==> config.mk <==
export PLATFORM = sky130hd
export DESIGN_NAME = spr_rx_slot_router
export DESIGN_NICKNAME = d
export VERILOG_FILES = /design/src/rtl/spr_pkg.sv /design/src/rtl/spr_rx_slot_router.sv
export SDC_FILE = /design/constraint.sdc
export NUM_CORES = 1
export LEC_CHECK = 0
export BUFFER_PORTS_ARGS = -buffer_cell sky130_fd_sc_hd__buf_2
export CAP_MARGIN = 0
export CORE_ASPECT_RATIO = 0.9
export CORE_MARGIN = 2
export CORE_UTILIZATION = 30
export DETAILED_ROUTE_END_ITERATION = 7
export GPL_TIMING_DRIVEN = 0
export PLACE_DENSITY = 0.59
export RECOVER_POWER = 100
export REMOVE_ABC_BUFFERS = 1
export SYNTH_ARGS = -nofsm -noshare
export SYNTH_HDL_FRONTEND = slang
export SYNTH_SLANG_ARGS = --single-unit
export TNS_END_PERCENT = 10
==> constraint.sdc <==
create_clock -name clk_sys -period 18.11 [get_ports clk_sys]
set_clock_uncertainty 0.1 [all_clocks]
set_input_delay 1.811 -clock clk_sys [delete_from_list [all_inputs] [get_ports clk_sys]]
set_output_delay 1.811 -clock clk_sys [all_outputs]
set_load 0.1 [all_outputs]
==> src/rtl/spr_pkg.sv <==
// package of register map, field layout and codes for the receive slot router
package spr_pkg;

  // ==========================================================================
  // register indices (byte address is four times the index)
  localparam logic [7:0] IDX_CH6_ROUTE  = 8'h2d;      // secondary_rx_channel6_route
  localparam logic [7:0] IDX_CH7_ROUTE  = 8'h2e;      // secondary_rx_channel7_route
  localparam logic [7:0] IDX_CH8_ROUTE  = 8'h2f;      // secondary_rx_channel8_route
  localparam logic [7:0] IDX_LINK_STAT  = 8'h30;      // read-only link position
  localparam int         ADDR_W         = 10;         // avalon byte address width
  localparam int         NUM_CH         = 3;          // channels 6, 7, 8

  // ==========================================================================
  // field layout of a route register
  localparam int         DEST_MSB       = 6;          // rx_chN_destination msb
  localparam int         DEST_LSB       = 5;          // rx_chN_destination lsb
  localparam int         SLOT_MSB       = 4;          // rx_chN_slot_select msb
  localparam int         SLOT_LSB       = 0;          // rx_chN_slot_select lsb
  localparam int         CFG_W          = 7;          // stored bits, bit 7 reserved

  // reset values of the route registers
  localparam logic [7:0] RST_CH6_ROUTE  = 8'h05;
  localparam logic [7:0] RST_CH7_ROUTE  = 8'h06;
  localparam logic [7:0] RST_CH8_ROUTE  = 8'h07;

  // destination codes
  localparam logic [1:0] DEST_OFF       = 2'h0;       // channel disabled
  localparam logic [1:0] DEST_PLAY      = 2'h1;       // playback channel
  localparam logic [1:0] DEST_LOOP      = 2'h2;       // record channel loopback
  localparam logic [1:0] DEST_CHAIN     = 2'h3;       // chained_device_link data

  // slot numbering in left/right formats
  localparam logic [4:0] HALF_SLOTS     = 5'h10;      // slots per half frame

  // avalon response codes
  localparam logic [1:0] RESP_OKAY      = 2'h0;
  localparam logic [1:0] RESP_DECERR    = 2'h3;

  // bus answer states
  typedef enum logic [1:0] {
    BUS_IDLE = 2'b01,                                 // waiting for a request
    BUS_ACK  = 2'b10                                  // answering, waitrequest low
  } spr_bus_e;

endpackage

==> src/rtl/spr_rx_slot_router.sv <==
// receive slot router for channels 6..8 of the secondary_audio_port
// ============================================================================
// Summary of operation
// - ch6 destination picks off/play6/loop2/chain1
// - ch7 destination picks off/play7/loop3/chain2
// - ch8 destination picks off/play8/loop4/chain3
// - slot 0..15 is tdm or left slot
// - slot 16..31 is tdm or right slot
// - reset reads 0x05, 0x06, 0x07, disabled
`timescale 1ns/1ps

module spr_rx_slot_router
  import spr_pkg::*;
#(
  parameter int SLOT_BITS = 32                        // bits per slot
) (
  input  wire logic                          clk_sys,
  input  wire logic                          sys_rst,
  input  wire logic [spr_pkg::ADDR_W-1:0]    avs_address,
  input  wire logic                          avs_read,
  input  wire logic                          avs_write,
  input  wire logic [31:0]                   avs_writedata,
  input  wire logic [3:0]                    avs_byteenable,
  output logic      [31:0]                   avs_readdata,
  output logic      [1:0]                    avs_response,
  output logic                               avs_waitrequest,
  input  wire logic                          lr_format,
  input  wire logic                          i2s_format,
  input  wire logic                          port_bclk,
  input  wire logic                          port_fsync,
  input  wire logic                          port_din,
  output logic      [spr_pkg::NUM_CH-1:0][SLOT_BITS-1:0] rx_word,
  output logic      [spr_pkg::NUM_CH-1:0]    playback_valid,
  output logic      [spr_pkg::NUM_CH-1:0]    loopback_valid,
  output logic      [spr_pkg::NUM_CH-1:0]    chained_valid
);
  import spr_pkg::*;

  localparam int BC_W = $clog2(SLOT_BITS);            // bit counter width
  localparam logic [BC_W-1:0] LAST_BIT = BC_W'(SLOT_BITS - 1);

  // refuse slot widths the counters cannot serve
  if (SLOT_BITS < 2 || SLOT_BITS > 32) begin : g_chk
    $error("SLOT_BITS must lie in 2..32");
  end

  // ==========================================================================
  // helpers
  // does a route config claim this frame slot
  function automatic logic chan_hit(input logic [CFG_W-1:0] cfg,
                                    input logic [4:0]       slot_idx);
    chan_hit = (cfg[DEST_MSB:DEST_LSB] != DEST_OFF) && (cfg[SLOT_MSB:SLOT_LSB] == slot_idx);
  endfunction

  // reset value of one channel's route
  function automatic logic [CFG_W-1:0] rst_cfg(input int ch);
    unique case (ch)
      0:       rst_cfg = RST_CH6_ROUTE[CFG_W-1:0];
      1:       rst_cfg = RST_CH7_ROUTE[CFG_W-1:0];
      default: rst_cfg = RST_CH8_ROUTE[CFG_W-1:0];
    endcase
  endfunction

  // ==========================================================================
  // avalon slave and route registers
  spr_bus_e                    bus_q, bus_d;          // answer state
  logic [NUM_CH-1:0][CFG_W-1:0] cfg_q, cfg_d;         // route registers
  logic [31:0]                 rdata_q, rdata_d;      // read data
  logic [1:0]                  resp_q, resp_d;        // response code
  logic [7:0]                  idx;                   // register index
  logic                        aligned;               // address on word boundary
  logic [4:0]                  eff_slot_q, eff_slot_d; // slot position for status

  assign idx     = avs_address[9:2];
  assign aligned = avs_address[1:0] == 2'h0;

  // waitrequest low in the answer cycle and whenever no request is pending
  assign avs_waitrequest = (avs_read | avs_write) & (bus_q != BUS_ACK);
  assign avs_readdata    = rdata_q;
  assign avs_response    = resp_q;

  // next bus state, read mux, register writes
  always_comb begin
    bus_d   = bus_q;
    cfg_d   = cfg_q;
    rdata_d = rdata_q;
    resp_d  = resp_q;
    unique case (bus_q)
      BUS_IDLE: begin
        // load answer one cycle after the request rises
        if (avs_read | avs_write) begin
          bus_d   = BUS_ACK;
          rdata_d = 32'h0;
          resp_d  = RESP_OKAY;
          if (aligned && idx >= IDX_CH6_ROUTE && idx <= IDX_CH8_ROUTE) begin
            // reserved bit 7 reads zero, writes ignored
            rdata_d = {25'h0, cfg_q[idx - IDX_CH6_ROUTE]};
          end else if (aligned && idx == IDX_LINK_STAT) begin
            rdata_d = {27'h0, eff_slot_q};
          end else begin
            resp_d = RESP_DECERR;
          end
        end
      end
      BUS_ACK: begin
        // write takes effect at the edge that sees waitrequest low
        bus_d = BUS_IDLE;
        if (avs_write && avs_byteenable[0] && aligned
            && idx >= IDX_CH6_ROUTE && idx <= IDX_CH8_ROUTE) begin
          cfg_d[idx - IDX_CH6_ROUTE] = avs_writedata[CFG_W-1:0];
        end
      end
    endcase
  end

  // bus registers
  always_ff @(posedge clk_sys or posedge sys_rst) begin
    if (sys_rst) begin
      bus_q   <= BUS_IDLE;
      rdata_q <= 32'h0;
      resp_q  <= RESP_OKAY;
      for (int c = 0; c < NUM_CH; c++) begin
        cfg_q[c] <= rst_cfg(c);
      end
    end else begin
      bus_q   <= bus_d;
      cfg_q   <= cfg_d;
      rdata_q <= rdata_d;
      resp_q  <= resp_d;
    end
  end

  // ==========================================================================
  // link input synchronisers
  logic [2:0] sync1_q, sync2_q;                       // bclk, fsync, din
  logic       bclk_prev_q, fs_prev_q;                 // previous sampled levels

  always_ff @(posedge clk_sys or posedge sys_rst) begin
    if (sys_rst) begin
      sync1_q     <= 3'h0;
      sync2_q     <= 3'h0;
      bclk_prev_q <= 1'b0;
    end else begin
      sync1_q     <= {port_bclk, port_fsync, port_din};
      sync2_q     <= sync1_q;
      bclk_prev_q <= sync2_q[2];
    end
  end

  logic bclk_rise;                                    // sampled bit-clock rising edge
  logic fs_now, din_now;                              // synchronised levels
  assign bclk_rise = sync2_q[2] & ~bclk_prev_q;
  assign fs_now    = sync2_q[1];
  assign din_now   = sync2_q[0];

  // ==========================================================================
  // frame position and slot capture
  logic [BC_W-1:0]      bit_q, bit_d;                 // bit within slot
  logic [4:0]           slot_q, slot_d;               // slot within frame/half
  logic                 right_q, right_d;             // right half in lr formats
  logic [SLOT_BITS-1:0] shift_q, shift_d;             // incoming bits
  logic                 fs_prev_d;
  logic [NUM_CH-1:0][SLOT_BITS-1:0] word_q, word_d;
  logic [NUM_CH-1:0]    play_q, play_d, loop_q, loop_d, chain_q, chain_d;

  always_comb begin
    logic            start;
    logic [BC_W-1:0] b;
    logic [4:0]      s;
    logic            r;
    logic [4:0]      eff;
    logic [SLOT_BITS-1:0] w;
    start     = 1'b0;
    b         = bit_q;
    s         = slot_q;
    r         = right_q;
    eff       = 5'h0;
    w         = {shift_q[SLOT_BITS-2:0], din_now};
    bit_d     = bit_q;
    slot_d    = slot_q;
    right_d   = right_q;
    shift_d   = shift_q;
    fs_prev_d = fs_prev_q;
    word_d    = word_q;
    eff_slot_d = eff_slot_q;
    play_d    = '0;
    loop_d    = '0;
    chain_d   = '0;
    if (bclk_rise) begin
      fs_prev_d = fs_now;
      // tdm starts on fsync rise; lr formats restart on either edge
      start = lr_format ? (fs_now != fs_prev_q) : (fs_now & ~fs_prev_q);
      if (start) begin
        b = '0;
        s = 5'h0;
        r = lr_format & (fs_now == i2s_format);
      end
      shift_d = w;
      // slot index seen by the slot fields
      eff = lr_format ? (r ? HALF_SLOTS + {1'b0, s[3:0]} : {1'b0, s[3:0]})
                      : s;
      eff_slot_d = eff;
      if (b == LAST_BIT) begin
        for (int c = 0; c < NUM_CH; c++) begin
          // lr halves hold 16 slots at most
          if (chan_hit(cfg_q[c], eff) && !(lr_format && s[4])) begin
            word_d[c]  = w;
            play_d[c]  = cfg_q[c][DEST_MSB:DEST_LSB] == DEST_PLAY;
            loop_d[c]  = cfg_q[c][DEST_MSB:DEST_LSB] == DEST_LOOP;
            chain_d[c] = cfg_q[c][DEST_MSB:DEST_LSB] == DEST_CHAIN;
          end
        end
        bit_d  = '0;
        slot_d = s + 5'h1;
      end else begin
        bit_d  = b + BC_W'(1);
        slot_d = s;
      end
      right_d = r;
    end
  end

  // link registers
  always_ff @(posedge clk_sys or posedge sys_rst) begin
    if (sys_rst) begin
      bit_q      <= '0;
      slot_q     <= 5'h0;
      right_q    <= 1'b0;
      shift_q    <= '0;
      fs_prev_q  <= 1'b0;
      word_q     <= '0;
      eff_slot_q <= 5'h0;
      play_q     <= '0;
      loop_q     <= '0;
      chain_q    <= '0;
    end else begin
      bit_q      <= bit_d;
      slot_q     <= slot_d;
      right_q    <= right_d;
      shift_q    <= shift_d;
      fs_prev_q  <= fs_prev_d;
      word_q     <= word_d;
      eff_slot_q <= eff_slot_d;
      play_q     <= play_d;
      loop_q     <= loop_d;
      chain_q    <= chain_d;
    end
  end

  assign rx_word        = word_q;
  assign playback_valid = play_q;
  assign loopback_valid = loop_q;
  assign chained_valid  = chain_q;
endmodule

## Yosys cells after proc, flatten, opt, wreduce, memory -nomap -nowiden

Index checks and enable logic that the tools add are counted.

| storage, ports and cells | value |
|---|---|
| bits in registers | 217 |
| output and inout port bits | 140 |
| word-level logic and storage cells | 118 |

| cells by class | value |
|---|---|
| add/subtract/negate cells | 4 |
| magnitude comparators | 4 |
| equal/unequal tests | 20 |
| mux-type cells | 37 |
| bitwise logic cells | 7 |
| reduce and logical (&&, ||, !) cells | 25 |

Operators with widths:

| operator | count |
|---|---|
| 5-bit two-way mux | 9 |
| 21-bit bitwise mux | 1 |
| 7-bit two-way mux | 3 |
| 3-bit two-way mux | 6 |
| 5-bit equality test | 3 |
| 1-bit logical AND | 15 |
| 7-bit binary-select mux with 2-bit select | 1 |
| 7-bit demux with 2-bit select | 1 |
| 2-bit equality test, second input constant | 7 |
| 1-bit two-way mux | 12 |
| 5-bit by 1-bit adder with 5-bit output, second input constant | 2 |
| 3-bit AND reduction | 3 |
| 2-bit by 1-bit equality test with 1-bit output, second input constant | 4 |
| 8-bit by 6-bit equality test with 1-bit output, second input constant | 1 |
| 8-bit by 1-bit greater-or-equal comparator with 1-bit output, second input constant | 1 |
| 8-bit by 6-bit greater-or-equal comparator with 1-bit output, second input constant | 1 |
| 8-bit by 6-bit less-or-equal comparator with 1-bit output, second input constant | 1 |
| 8-bit by 3-bit less-than comparator with 1-bit output, second input constant | 1 |
| 8-bit by 6-bit subtractor with 8-bit output, second input constant | 1 |
| 2-bit two-way mux | 3 |
| 2-bit nonzero test | 3 |
| 5-bit by 4-bit adder with 5-bit output, first input constant | 1 |
| 5-bit equality test, second input constant | 1 |
| 1-bit AND | 4 |
| 9 further kinds | 12 |

## Depth between registers and ports, before layout

Gate-level depths: netlist of run 1.

| depth | value |
|---|---|
| depth after elaboration | 14 |
| mapped depth | 14 |

## Least setup slack after synthesis of run 1

Ideal clock, no wire load.

| timing | value |
|---|---|
| kind | input to output |
| start point | input port avs_write |
| end point | output port avs_waitrequest |
| data arrival time | 3122 ps |
| path slack | 13077 ps |
| cell stages on the path | 2 |
| path through | nor2_1 > nor2_1 |

| between the ends | value |
|---|---|
| word-level cells in the longest chain between the ends | 2 |

RTL lines:

| element | line | source |
|---|---|---|
| from (decl) | spr_rx_slot_router.sv:21 | `input wire logic avs_write,` |
| 1-bit OR | spr_rx_slot_router.sv:78 | `assign avs_waitrequest = (avs_read \| avs_write) & (bus_q != BUS_ACK);` |
| 1-bit AND | spr_rx_slot_router.sv:78 |  |
| to (decl) | spr_rx_slot_router.sv:26 | `output logic avs_waitrequest,` |

No other way between the ends.

==> results of run 1 <==
-- power by group through the flow --
stage | logic (W) | registers, W | clock network [W]
global placement | 0.000108 | 0.000467 | 0
CTS | 0.000113 | 0.000459 | 0.000409
floorplan | 0.0000733 | 0.000479 | 0
detailed placement | 0.000113 | 0.000467 | 0
finish | 0.000107 | 0.000459 | 0.000396
global route | 0.000117 | 0.000461 | 0.000423
-- kinds of logic after synthesis --
group	count (synthesis)	synth area share, %
AND/OR/NAND/NOR	204	11.86
flip-flops	191	56.80
multiplexers	129	18.90
buffers and inverters	65	4.941
AO/OA/AOI/OAI	56	4.719
XOR/XNOR	12	1.246
adder cells (fa/ha/maj)	10	1.484
other	1	0.04447
-- critical path, cell delays in order --
cell and delay (ps):
buf_2 100, clkinvlp_2 2380, clkbuf_1 3670
-- sequential cells by signal, summed over array words and instances, names as in the netlist --
name	flops
cfg_q	21
sync1_q	3
sync2_q	3
loopback_valid	3
fs_prev_q	1
shift_q	31
slot_q	5
bit_q	5
rx_word	96
bclk_prev_q	1
right_q	1
bus_q	2
avs_response	1
playback_valid	3
eff_slot_q	5
avs_readdata	7
chained_valid	3
-- per-layer routing --
layer | wire length, um | track usage, % | part of all wire [%] | vias to the layer above
li1 | - | - | - | 2547
met1 | 9235 | 18.42 | 49 | 2738
met2 | 8808 | 19.53 | 47 | 96
met3 | 698 | 3.322 | 3.7 | 13
met4 | 183 | 3.629 | 0.97 | 0
met5 | 0 | 0 | 0 | -
-- stage by stage --
step / total power, W / hold slack, ps / setup WS [ps]
3_5_place_dp: 0.0005798 / 236.5 / 12610
2_1_floorplan: 0.0005520 / 231.2 / 11010
5_1_grt: 0.001001 / 261.7 / 7617
6_report: 0.0009621 / 249.3 / 9272
3_3_place_gp: 0.0005754 / 233.2 / 8688
4_1_cts: 0.0009808 / 251.4 / 13040
-- final timing paths --
kind,from,endpoint,slack (ps),depth (start not counted)
worst min register to register,sync1_q[2],sync2_q[2],250,0
worst max register to register,sync2_q[2],rx_word[16],11690,9
worst min-delay path,sync1_q[2],sync2_q[2],250,0
min in group asynchronous,sys_rst,bus_q[1],2570,2
worst max-delay path,sys_rst,rx_word[64],9270,3
max in group clk_sys,lr_format,rx_word[16],11260,14
-- layout make-up --
| type | instances | area, um2 | area share, % |
|---|---|---|---|
| Sequential cell | 191 | 4790 | 49.60 |
| Multi-Input combinational cell | 436 | 3143 | 32.55 |
| Timing Repair Buffer | 154 | 623.1 | 6.452 |
| Clock buffer | 20 | 456.7 | 4.729 |
| Tap cell | 360 | 450.4 | 4.664 |
| Clock inverter | 12 | 155.1 | 1.607 |
| Inverter | 10 | 38.79 | 0.4017 |
-- cells in the mapped netlist (all sizes together), types with 2 or more instances --
cell / count / area [um2]
o2bb2ai: 6 / 52.55
nand4: 4 / 25.02
nand3: 8 / 40.04
nor2: 18 / 67.56
clkbuf: 13 / 48.80
o221ai: 3 / 38.79
a32o: 2 / 20.02
o32a: 3 / 30.03
xnor2: 7 / 61.31
ha: 10 / 125.1
a31oi: 6 / 37.54
xor2: 5 / 43.79
o21ai: 13 / 65.06
buf: 42 / 330.3
nand4b: 2 / 17.52
and3: 7 / 46.29
nor2b: 9 / 58.81
nand2b: 5 / 41.29
and4: 2 / 18.77
o211ai: 2 / 15.01
nor3: 7 / 35.03
o31ai: 4 / 30.03
nor4: 4 / 61.31
a21oi: 12 / 60.06
dfstp: 8 / 210.2
nand2: 124 / 468.0
dfrtp: 183 / 4579
mux2: 122 / 1524
mux2i: 7 / 70.07
nor4bb: 4 / 40.04
and3b: 4 / 35.03
inv: 9 / 33.78
==> key figures, run 1 <==
Power
  • Seq pwr share: a little under half
  • Pwr/cell area: 99.63 nW/um2
  • Pint: between 0.0006 and 0.0007 W
  • Clock network power share: 41.2%
  • Leak Pwr: about 4.7 nW
  • Sw Pwr: 0.0002716 W
  • Comb power frac: 11.1%
  • Switching share of power: 28.23%
  • Worst VDD drop: 0.05833 mV

Timing
  • Final worst path period share: 48.80%
  • Relative slew slack: -234.3%
  • Count of final setup violators: 0
  • FMAX: 0.1132 GHz
  • Total Neg Setup Slack: 0 ps
  • Unrepaired setup endpoints after global routing: no
  • Final hold violation count: 0
  • Min Tclk post-route: 8838 ps
  • Max Slew Vio Count: between 200 and 250
  • Slew @ Worst Pin: 5015 ps

Critical path
  • Critical path arrival: between 8000 and 9000 ps
  • Critical Path RT: 17350 ps
  • Type of origin of the critical path: input port
  • Crit end category: async pin
  • Crit path kind: in2async
  • Maximum fanout along the worst path: approximately 100

Drt
  • Post-DRT Antenna Nets: 0
  • WL/cell: 16.00 um
  • Drt first pass iters: 4
  • Initial DRC Count: 216
  • Routed WL: about 19000 um
  • Residual DRC: 0
  • Via/cell ratio: 4.560
  • Via count: 5394

Die
  • Starting Density: 30.34%
  • Die area: about 30000 um2
  • IO Pins: 195
  • Die H: between 150 and 200 um
  • Die width: between 150 and 200 um
  • Rows: 58
  • Area of the core: around 28000 um2

Cells and area
  • Filler cell count: about 2900
  • Fraction of layout cells with a size suffix above 1: 17.74%
  • Fin cells: 1183
  • End-of-flow core utilization: 34.74%
  • Final instance area: 9657 um2
  • Final net count: 875
  • Commonest non-fill, non-tap cell in the layout: dfrtp_1
  • Ant diodes: 0
  • Commonest cells after routing, fill and taps aside: 183 x dfrtp_1, 131 x clkbuf_1, 123 x nand2_1
  • P&R area growth vs syn: 14.53%

Synth
  • Yosys Warn Count: 0
  • Syn Area/Cell: 12.62 um2
  • Synth async-reset ratio: 100.0%
  • Seq/Total Area, Yosys: 56.80%
  • Synthesized instance count: between 600 and 700
  • Unique masters post-synth: 59
  • Synth Flop Type: dfrtp_1
  • #FFs+latches synth: 191
  • Synthesized area: 8432 um2
  • EDFF count, synth: 0

Clock network
  • Root buf cell: clkbuf_16
  • Quantity of hold-fixing buffers added after cts: 0
  • CTS tree: built
  • Post CTS Setup Buffer Count: 0
  • CTS H-Tree Depth: 4
  • Clk_lat worst skew: 440 ps
  • Num CTS Buffers: 17
  • CTS clock-pin slew for the worst setup and hold paths: 70 ps
  • Clock buffer depth: 2
  • Clock sink total: ~190
  • PostCTS Resize Cnt: 0

Place
  • Placed cells: 1151
  • Routability Congestion: 0.7424
  • Final HPWL DP: 13000 um
  • # port buffers: around 140
  • DP Area: 9539 um2

Global route
  • GR Util All Layers: around an eighth
  • Initial antenna violation count: 0
  • Largest net degree at the start of global routing: 99
  • Vias in the first global route: 5233
  • First-pass GRT wire length: 29930 um
  • GRT Residual Overflow: 0

Run status
  • Violated checks: capacitance limit, slew limit
  • Run status: finished, violations left

Run
  • Max Cap Viol: 5

Hold path
  • Worst Hold Class: reg2reg
(Power assumes the default switching activity.)
==> run 2, diff against run 1 <==
Clock period 18.11 ns to 8.9 ns, I/O delays scaled along.
==> key figures, run 2 (synthesis gave the netlist of run 1 again) <==
Clock network
  • Num CTS Buffers: 17 (unchanged)
  • CTS clock-pin slew for the worst setup and hold paths: 70 ps (about the same)
  • CTS tree: built (unchanged)
  • PostCTS Resize Cnt: 0 (unchanged)
  • Clk_lat worst skew: 440 ps (about the same)
  • Clock sink total: 191 (unchanged)
  • Clock buffer depth: 2 (unchanged)
  • CTS H-Tree Depth: 4 (unchanged)
  • Post CTS Setup Buffer Count: 0 (unchanged)
  • Root buf cell: clkbuf_16 (unchanged)
  • Quantity of hold-fixing buffers added after cts: 0 (unchanged)

Critical path
  • Critical path cell sequence: nor2b_1 > clkbuf_1 > and3_1 > o211ai_1 > nor4_1 > clkbuf_1 > buf_6 > mux2_2 (was buf_2 > clkinvlp_2 > clkbuf_1)
  • R2r startpoint: sync2_q[2] (unchanged)
  • Crit path top cell by count: clkbuf_1
  • CP max stage cell: nor4_1 (was clkbuf_1)
  • Critical path arrival: 6370 ps (was 8080 ps)
  • Crit end category: flop (was async pin)
  • Reg2Reg Setup Slack: 2750 ps (was 11690 ps)
  • Slowest stage delay, CP: 1440 ps (was 3670 ps)
  • Critical Path RT: 9110 ps (was 17350 ps)
  • CP bufs+invs: 3 (unchanged)
  • R2r worst-path depth: 8 (was 9)
  • Type of origin of the critical path: flop (was input port)
  • Maximum fanout along the worst path: 25 (was 98)
  • Worst reg2reg endpoint: rx_word[41] (was rx_word[16])
  • Crit path kind: reg2reg (was in2async)
  • Crit path max-delay family: simple AND/OR/NAND/NOR gates (was buffers and inverters)

Timing
  • Final worst path period share: between 60% and 70%
  • Total Neg Setup Slack: 0 ps (unchanged)
  • Slew @ Worst Pin: 4357 ps (was 5015 ps)
  • FMAX: 0.1625 GHz
  • Unrepaired setup endpoints after global routing: no (unchanged)
  • Final hold violation count: 0 (unchanged)
  • Max Slew Vio Count: 135 (was 232)
  • Count of final setup violators: 0 (unchanged)
  • Relative slew slack: -192.1% (was -234.3%)
  • Min Tclk post-route: between 6000 and 7000 ps

Die
  • Starting Density: 30.34% (unchanged)
  • Die H: 163.0 um (unchanged)
  • Rows: 58 (unchanged)
  • Die width: 180.7 um (unchanged)
  • IO Pins: 195 (unchanged)
  • Die area: 29460 um2 (unchanged)
  • Area of the core: 27790 um2 (unchanged)

Run status
  • Violated checks: capacitance limit, slew limit (unchanged)
  • Run status: finished, violations left (unchanged)

Hold path
  • Worst Hold Class: reg2reg (unchanged)
  • Hold wc startpoint: sync1_q[2] (unchanged)
  • Worst hold path depth: 0 (unchanged)
  • Hold Path End: sync2_q[2] (unchanged)

Power
  • Leak Pwr: 4.785 nW (was 4.746 nW)
  • Worst VDD drop: 0.1188 mV (was 0.05833 mV)
  • Pwr/cell area: 201.5 nW/um2 (was 99.63 nW/um2)

Drt
  • WL/cell: 15.96 um (was 16.00 um)
  • Post-DRT Antenna Nets: 0 (unchanged)
  • Metal3 WL: 827 um (was 698 um)
  • Via count: 5386 (was 5394)
  • Residual DRC: 0 (unchanged)
  • Met1 wire length: 9178 um (was 9235 um)
  • Via/cell ratio: 4.553 (was 4.560)
  • Met2 wire length: 8714 um (was 8808 um)
  • Initial DRC Count: 264 (was 216)
  • Drt first pass iters: 5 (was 4)
  • Routed WL: 18880 um (was 18930 um)
  • Uppermost routed layer: met4 (unchanged)

Cells and area
  • Largest register FFs: 96 (unchanged)
  • Filler cell count: 2858 (was 2870)
  • P&R area growth vs syn: 15.28% (was 14.53%)
  • Fraction of layout cells with a size suffix above 1: 18.59% (was 17.74%)
  • Ant diodes: 0 (unchanged)
  • Reg area: 4790 um2 (unchanged)
  • Commonest cells after routing, fill and taps aside: 183 x dfrtp_1, 124 x clkbuf_1, 123 x nand2_1 (was 183 x dfrtp_1, 131 x clkbuf_1, 123 x nand2_1)
  • Final instance area: 9721 um2 (was 9657 um2)
  • Multi-input logic area: 3143 um2 (unchanged)
  • Final net count: 875 (unchanged)
  • Commonest non-fill, non-tap cell in the layout: dfrtp_1 (unchanged)

Place
  • # port buffers: 141 (unchanged)
  • Final HPWL DP: 13000 um (unchanged)
  • DP Area: 9539 um2 (unchanged)
  • Routability Congestion: 0.7424 (unchanged)

Global route
  • GRT Residual Overflow: 0 (unchanged)
  • First-pass GRT wire length: 29930 um (unchanged)
  • Largest net degree at the start of global routing: 99 (unchanged)
  • GR Util All Layers: 12.95% (unchanged)
  • Initial antenna violation count: 0 (unchanged)
  • Vias in the first global route: 5233 (unchanged)

Run
  • Max Cap Viol: 4 (was 5)
[run 2: per-layer routing]
layer | track usage (%) | up-vias
li1 | - | 2548
met4 | 3.629 | 0
met3 | 3.322 | 12
met5 | 0 | -
met1 | 18.42 | 2716
met2 | 19.53 | 110
[run 2: how the worst max path moves through the flow]
| stage | from | endpoint | slack (ps) | depth (start not counted) |
|---|---|---|---|---|
| detailed placement | lr_format | rx_word[40] | 4320 | 12 |
| global route | sync2_q[2] | rx_word[41] | 2250 | 8 |
| global placement | sys_rst | rx_word[61] | 400 | 2 |
| floorplan | sys_rst | avs_readdata[0] | 2720 | 1 |
| finish | sync2_q[2] | rx_word[41] | 2750 | 8 |
| CTS | sync2_q[1] | rx_word[41] | 4460 | 13 |
[run 2: per-stage QoR]
stage	std cells	hold WS [ps]	setup slack [ps]	utilization, %	total power, W
floorplan	637	231.2	2724	-	0.001123
global placement	1138	233.2	398.6	33.46	0.001171
detailed placement	1151	236.5	4316	34.32	0.001180
CTS	1183	251.4	4459	36.52	0.001996
global route	1183	261.7	2251	34.97	0.002040
finish	1183	249.3	2747	34.97	0.001959
[run 2: area by class of cell]
cell class | instances | area share, %
clock inverter | 12 | 1.596
multi-input combinational | 436 | 32.33
inverter | 10 | 0.3990
timing repair buffer | 154 | 7.067
tap | 360 | 4.634
sequential | 191 | 49.27
clock buffer | 20 | 4.698
[run 2: power breakdown]
group | leakage [nW] | internal [W] | switching, W
sequential | 2.59 | 0.000901 | 0.0000326
clock | 0.297 | 0.000460 | 0.000346
combinational | 1.89 | 0.0000455 | 0.000174
total | 4.79 | 0.00141 | 0.000552
==> run 3, diff against run 2 <==
Settings changed: ABC_AREA set to 1, PLACE_DENSITY 0.59 to 0.58.
Clock period 8.9 ns to 6.4 ns, I/O delays scaled along.
==> key figures, run 3 <==
Critical path
  • Crit path max-delay family: simple AND/OR/NAND/NOR gates (unchanged)
  • Critical path arrival: 5120 ps (was 6370 ps)
  • Crit end category: flop (unchanged)
  • Critical path cell sequence: ha_1 > clkinv_1 > nand2_1 > nand2_1 > nor2_1 > ha_1 > inv_1 > nor4_1 > ha_1 > inv_1 > nor2_1 > nand2_1 > a21oi_1 > nand3_1 > nor2_4 > nand2_4 > nor2_1 (was nor2b_1 > clkbuf_1 > and3_1 > o211ai_1 > nor4_1 > clkbuf_1 > buf_6 > mux2_2)
  • Maximum fanout along the worst path: 34 (was 25)
  • Reg2Reg Setup Slack: 1510 ps (was 2750 ps)
  • Slowest stage delay, CP: 810 ps (was 1440 ps)
  • R2r worst-path depth: 17 (was 8)
  • CP bufs+invs: 3 (unchanged)
  • CP max stage cell: nor2_4 (was nor4_1)
  • Type of origin of the critical path: flop (unchanged)
  • Critical Path RT: 6630 ps (was 9110 ps)
  • R2r startpoint: sync2_q[1] (was sync2_q[2])
  • Worst reg2reg endpoint: playback_valid[0] (was rx_word[41])
  • Crit path kind: reg2reg (unchanged)

Timing
  • Unrepaired setup endpoints after global routing: no (unchanged)
  • Final hold violation count: 0 (unchanged)
  • Min Tclk post-route: 4894 ps (was 6153 ps)
  • FMAX: 0.2043 GHz (was 0.1625 GHz)
  • Total Neg Setup Slack: 0 ps (unchanged)
  • Slew @ Worst Pin: 4182 ps (was 4357 ps)
  • Relative slew slack: -180.4% (was -192.1%)
  • Max Slew Vio Count: 140 (was 135)
  • Final worst path period share: 76.47% (was 69.14%)
  • Hold_ws: 200.7 ps (was 249.3 ps)
  • Count of final setup violators: 0 (unchanged)

Clock network
  • CTS clock-pin slew for the worst setup and hold paths: 80 ps (was 70 ps)
  • Clock sink total: 191 (unchanged)
  • PostCTS Resize Cnt: 0 (unchanged)
  • CTS tree: built (unchanged)
  • Clock buffer depth: 2 (unchanged)
  • Post CTS Setup Buffer Count: 0 (unchanged)
  • Root buf cell: clkbuf_16 (unchanged)
  • Num CTS Buffers: 17 (unchanged)
  • Clk_lat worst skew: 440 ps (about the same)
  • Quantity of hold-fixing buffers added after cts: 0 (unchanged)
  • CTS H-Tree Depth: 4 (unchanged)

Synth
  • Unique masters post-synth: 38 (was 59)
  • Main combinational cell family by area after synthesis: simple AND/OR/NAND/NOR gates (was multiplexers)
  • Synth area leaders: dfrtp_1 52%, nand2_1 15%, nand3_1 5.1% (was dfrtp_1 54%, mux2_2 8.8%, mux2_4 7.1%)
  • Yosys Warn Count: 0 (unchanged)
  • #FFs+latches synth: 191 (unchanged)
  • Synth async-reset ratio: 100.0% (unchanged)
  • Count leader, synth: nand2_1 (was dfrtp_1)
  • Synth cell count leaders: 349 x nand2_1, 183 x dfrtp_1, 90 x nand3_1 (was 183 x dfrtp_1, 123 x nand2_1, 66 x mux2_2)
  • EDFF count, synth: 0 (unchanged)
  • Post-synthesis adder-cell area fraction: 1.421% (was 1.484%)
  • Seq/Total Area, Yosys: 54.41% (was 56.80%)
  • Post-synthesis mux area share: 0% (was 18.90%)
  • Syn Area/Cell: 8.699 um2 (was 12.62 um2)
  • Synth top area share: 52.02% (was 54.31%)
  • Post-synthesis xor/xnor area fraction: 1.123% (was 1.246%)
  • Synth Flop Type: dfrtp_1 (unchanged)
  • Synthesized instance count: 1012 (was 668)
  • Synthesized area: 8803 um2 (was 8432 um2)
  • Area leader, netlist: dfrtp_1 (unchanged)
  • Synth Area in Compound Gates: 4.903% (was 4.719%)
  • Simple-Gate Fraction of Synth Area: 28.79% (was 11.86%)

Place
  • # port buffers: 141 (unchanged)
  • Final HPWL DP: 14690 um (was 13000 um)
  • Routability Congestion: 0.8024 (was 0.7424)
  • Placed cells: 1502 (was 1151)

Cells and area
  • End-of-flow core utilization: 34.84% (was 34.97%)
  • Fraction of layout cells with a size suffix above 1: 7.733% (was 18.59%)
  • Commonest cells after routing, fill and taps aside: 351 x nand2_1, 183 x dfrtp_1, 116 x clkbuf_1 (was 183 x dfrtp_1, 124 x clkbuf_1, 123 x nand2_1)
  • Largest register FFs: 96 (unchanged)
  • Final net count: 1190 (was 875)
  • Ant diodes: 0 (unchanged)
  • Commonest non-fill, non-tap cell in the layout: nand2_1 (was dfrtp_1)
  • P&R area growth vs syn: 14.23% (was 15.28%)
  • Fin cells: 1534 (was 1183)

Drt
  • WL/cell: 15.27 um (was 15.96 um)
  • Post-DRT Antenna Nets: 0 (unchanged)
  • Residual DRC: 0 (unchanged)
  • Initial DRC Count: 465 (was 264)
  • Routed WL: 23430 um (was 18880 um)
  • Via count: 7062 (was 5386)
  • Via/cell ratio: 4.604 (was 4.553)
  • Drt first pass iters: 5 (unchanged)

Run
  • Max Cap Viol: 2 (was 4)

Die
  • Die H: 166.5 um (was 163.0 um)
  • Rows: 59 (was 58)
  • Area of the core: 28860 um2 (was 27790 um2)
  • Die width: 184.6 um (was 180.7 um)
  • Starting Density: 30.50% (was 30.34%)
  • Die area: 30730 um2 (was 29460 um2)
  • IO Pins: 195 (unchanged)

Power
  • Seq pwr share: 46.6% (was 47.7%)
  • Comb power frac: 12.8% (was 11.2%)
  • Tot Pwr: 0.002763 W (was 0.001959 W)
  • Pwr/cell area: 274.8 nW/um2 (was 201.5 nW/um2)
  • Switching share of power: 33.15% (was 28.19%)
  • Sw Pwr: 0.0009160 W (was 0.0005522 W)
  • Clock network power share: 40.5% (was 41.1%)
  • Pint: 0.001847 W (was 0.001407 W)
  • Leak Pwr: 5.010 nW (was 4.785 nW)
  • Worst VDD drop: 0.1852 mV (was 0.1188 mV)

Global route
  • GRT Residual Overflow: 0 (unchanged)
  • Largest net degree at the start of global routing: 101 (was 99)
  • Vias in the first global route: 6917 (was 5233)
  • Initial antenna violation count: 0 (unchanged)
  • GR Util All Layers: 15.77% (was 12.95%)
  • First-pass GRT wire length: 38190 um (was 29930 um)

Run status
  • Violated checks: capacitance limit, slew limit (unchanged)
  • Run status: finished, violations left (unchanged)

Hold path
  • Hold wc startpoint: port_fsync (was sync1_q[2])
  • Worst Hold Class: in2reg (was reg2reg)
  • Worst hold path depth: 1 (was 0)
  • Hold Path End: sync1_q[1] (was sync2_q[2])
-- run 3: changes by cell type in the layout (fill, tap and decap cells not counted), sizes merged, moves of 9 or more --
cell    change
nand4      +53
mux2      -122
nor2b       -9
nand2     +236
inv        +76
o21ai      +54
nor2       +30
nand3      +86
clkbuf     -10
-- run 3: how the worst max path moves through the flow --
stage                     startpoint           endpoint  cells after the start  slack, ps
after floorplan              sys_rst    avs_readdata[0]                      1        470
after global placement       sys_rst         sync1_q[0]                      2      -2000
after detailed placement   lr_format  playback_valid[0]                     17       1640
after CTS                 sync2_q[1]  playback_valid[0]                     17       1730
after global routing      sync2_q[1]  playback_valid[0]                     17        930
final                     sync2_q[1]  playback_valid[0]                     17       1510
-- run 3: through the flow --
| stage | cell area, um2 | setup slack (ps) |
|---|---|---|
| after CTS | 10240 | 1733 |
| final | 10060 | 1506 |
| after global placement | 9575 | -2002 |
| after detailed placement | 9613 | 1643 |
| after floorplan | 8374 | 474.4 |
| after global routing | 10060 | 926.4 |
-- run 3: worst reg2reg max path, cell delays in order (launching register included) --
cell and delay, ps:
dfrtp_1 410, ha_1 340, clkinv_1 70, nand2_1 90, nand2_1 200, nor2_1 210, ha_1 170, inv_1 50
nor4_1 310, ha_1 250, inv_1 60, nor2_1 320, nand2_1 200, a21oi_1 180, nand3_1 130, nor2_4 820
nand2_4 540, nor2_1 330
-- run 3: routing by layer --
layer	global-route usage [%]	wire, um
met4	3.165	181
met5	0	0
met2	25.25	10820
met1	21.99	11190
met3	3.455	1245
-- run 3: power by group through the flow --
stage	registers, W	clock network [W]	logic (W)
floorplan	0.00135	0	0.000227
finish	0.00129	0.00112	0.000355
global placement	0.00131	0	0.000356
detailed placement	0.00131	0	0.000364
global route	0.00129	0.00120	0.000387
CTS	0.00129	0.00115	0.000365
-- run 3: final cells by class --
class                      count  area, um2
fill                        3114      18810
sequential                   191       4790
multi-input combinational    693       3254
timing repair buffer         142      588.1
tap                          396      495.5
clock buffer                  17      425.4
inverter                      80      301.5
clock inverter                15      201.4
-- run 3: cell families after synthesis --
| logic type | Yosys count |
|---|---|
| adders and majority gates | 10 |
| and+or+nand+nor | 570 |
| buffers and inverters | 152 |
| other | 1 |
| DFF | 191 |
| xor gates and xnor gates | 7 |
| AOI/OAI and AO/OA | 81 |
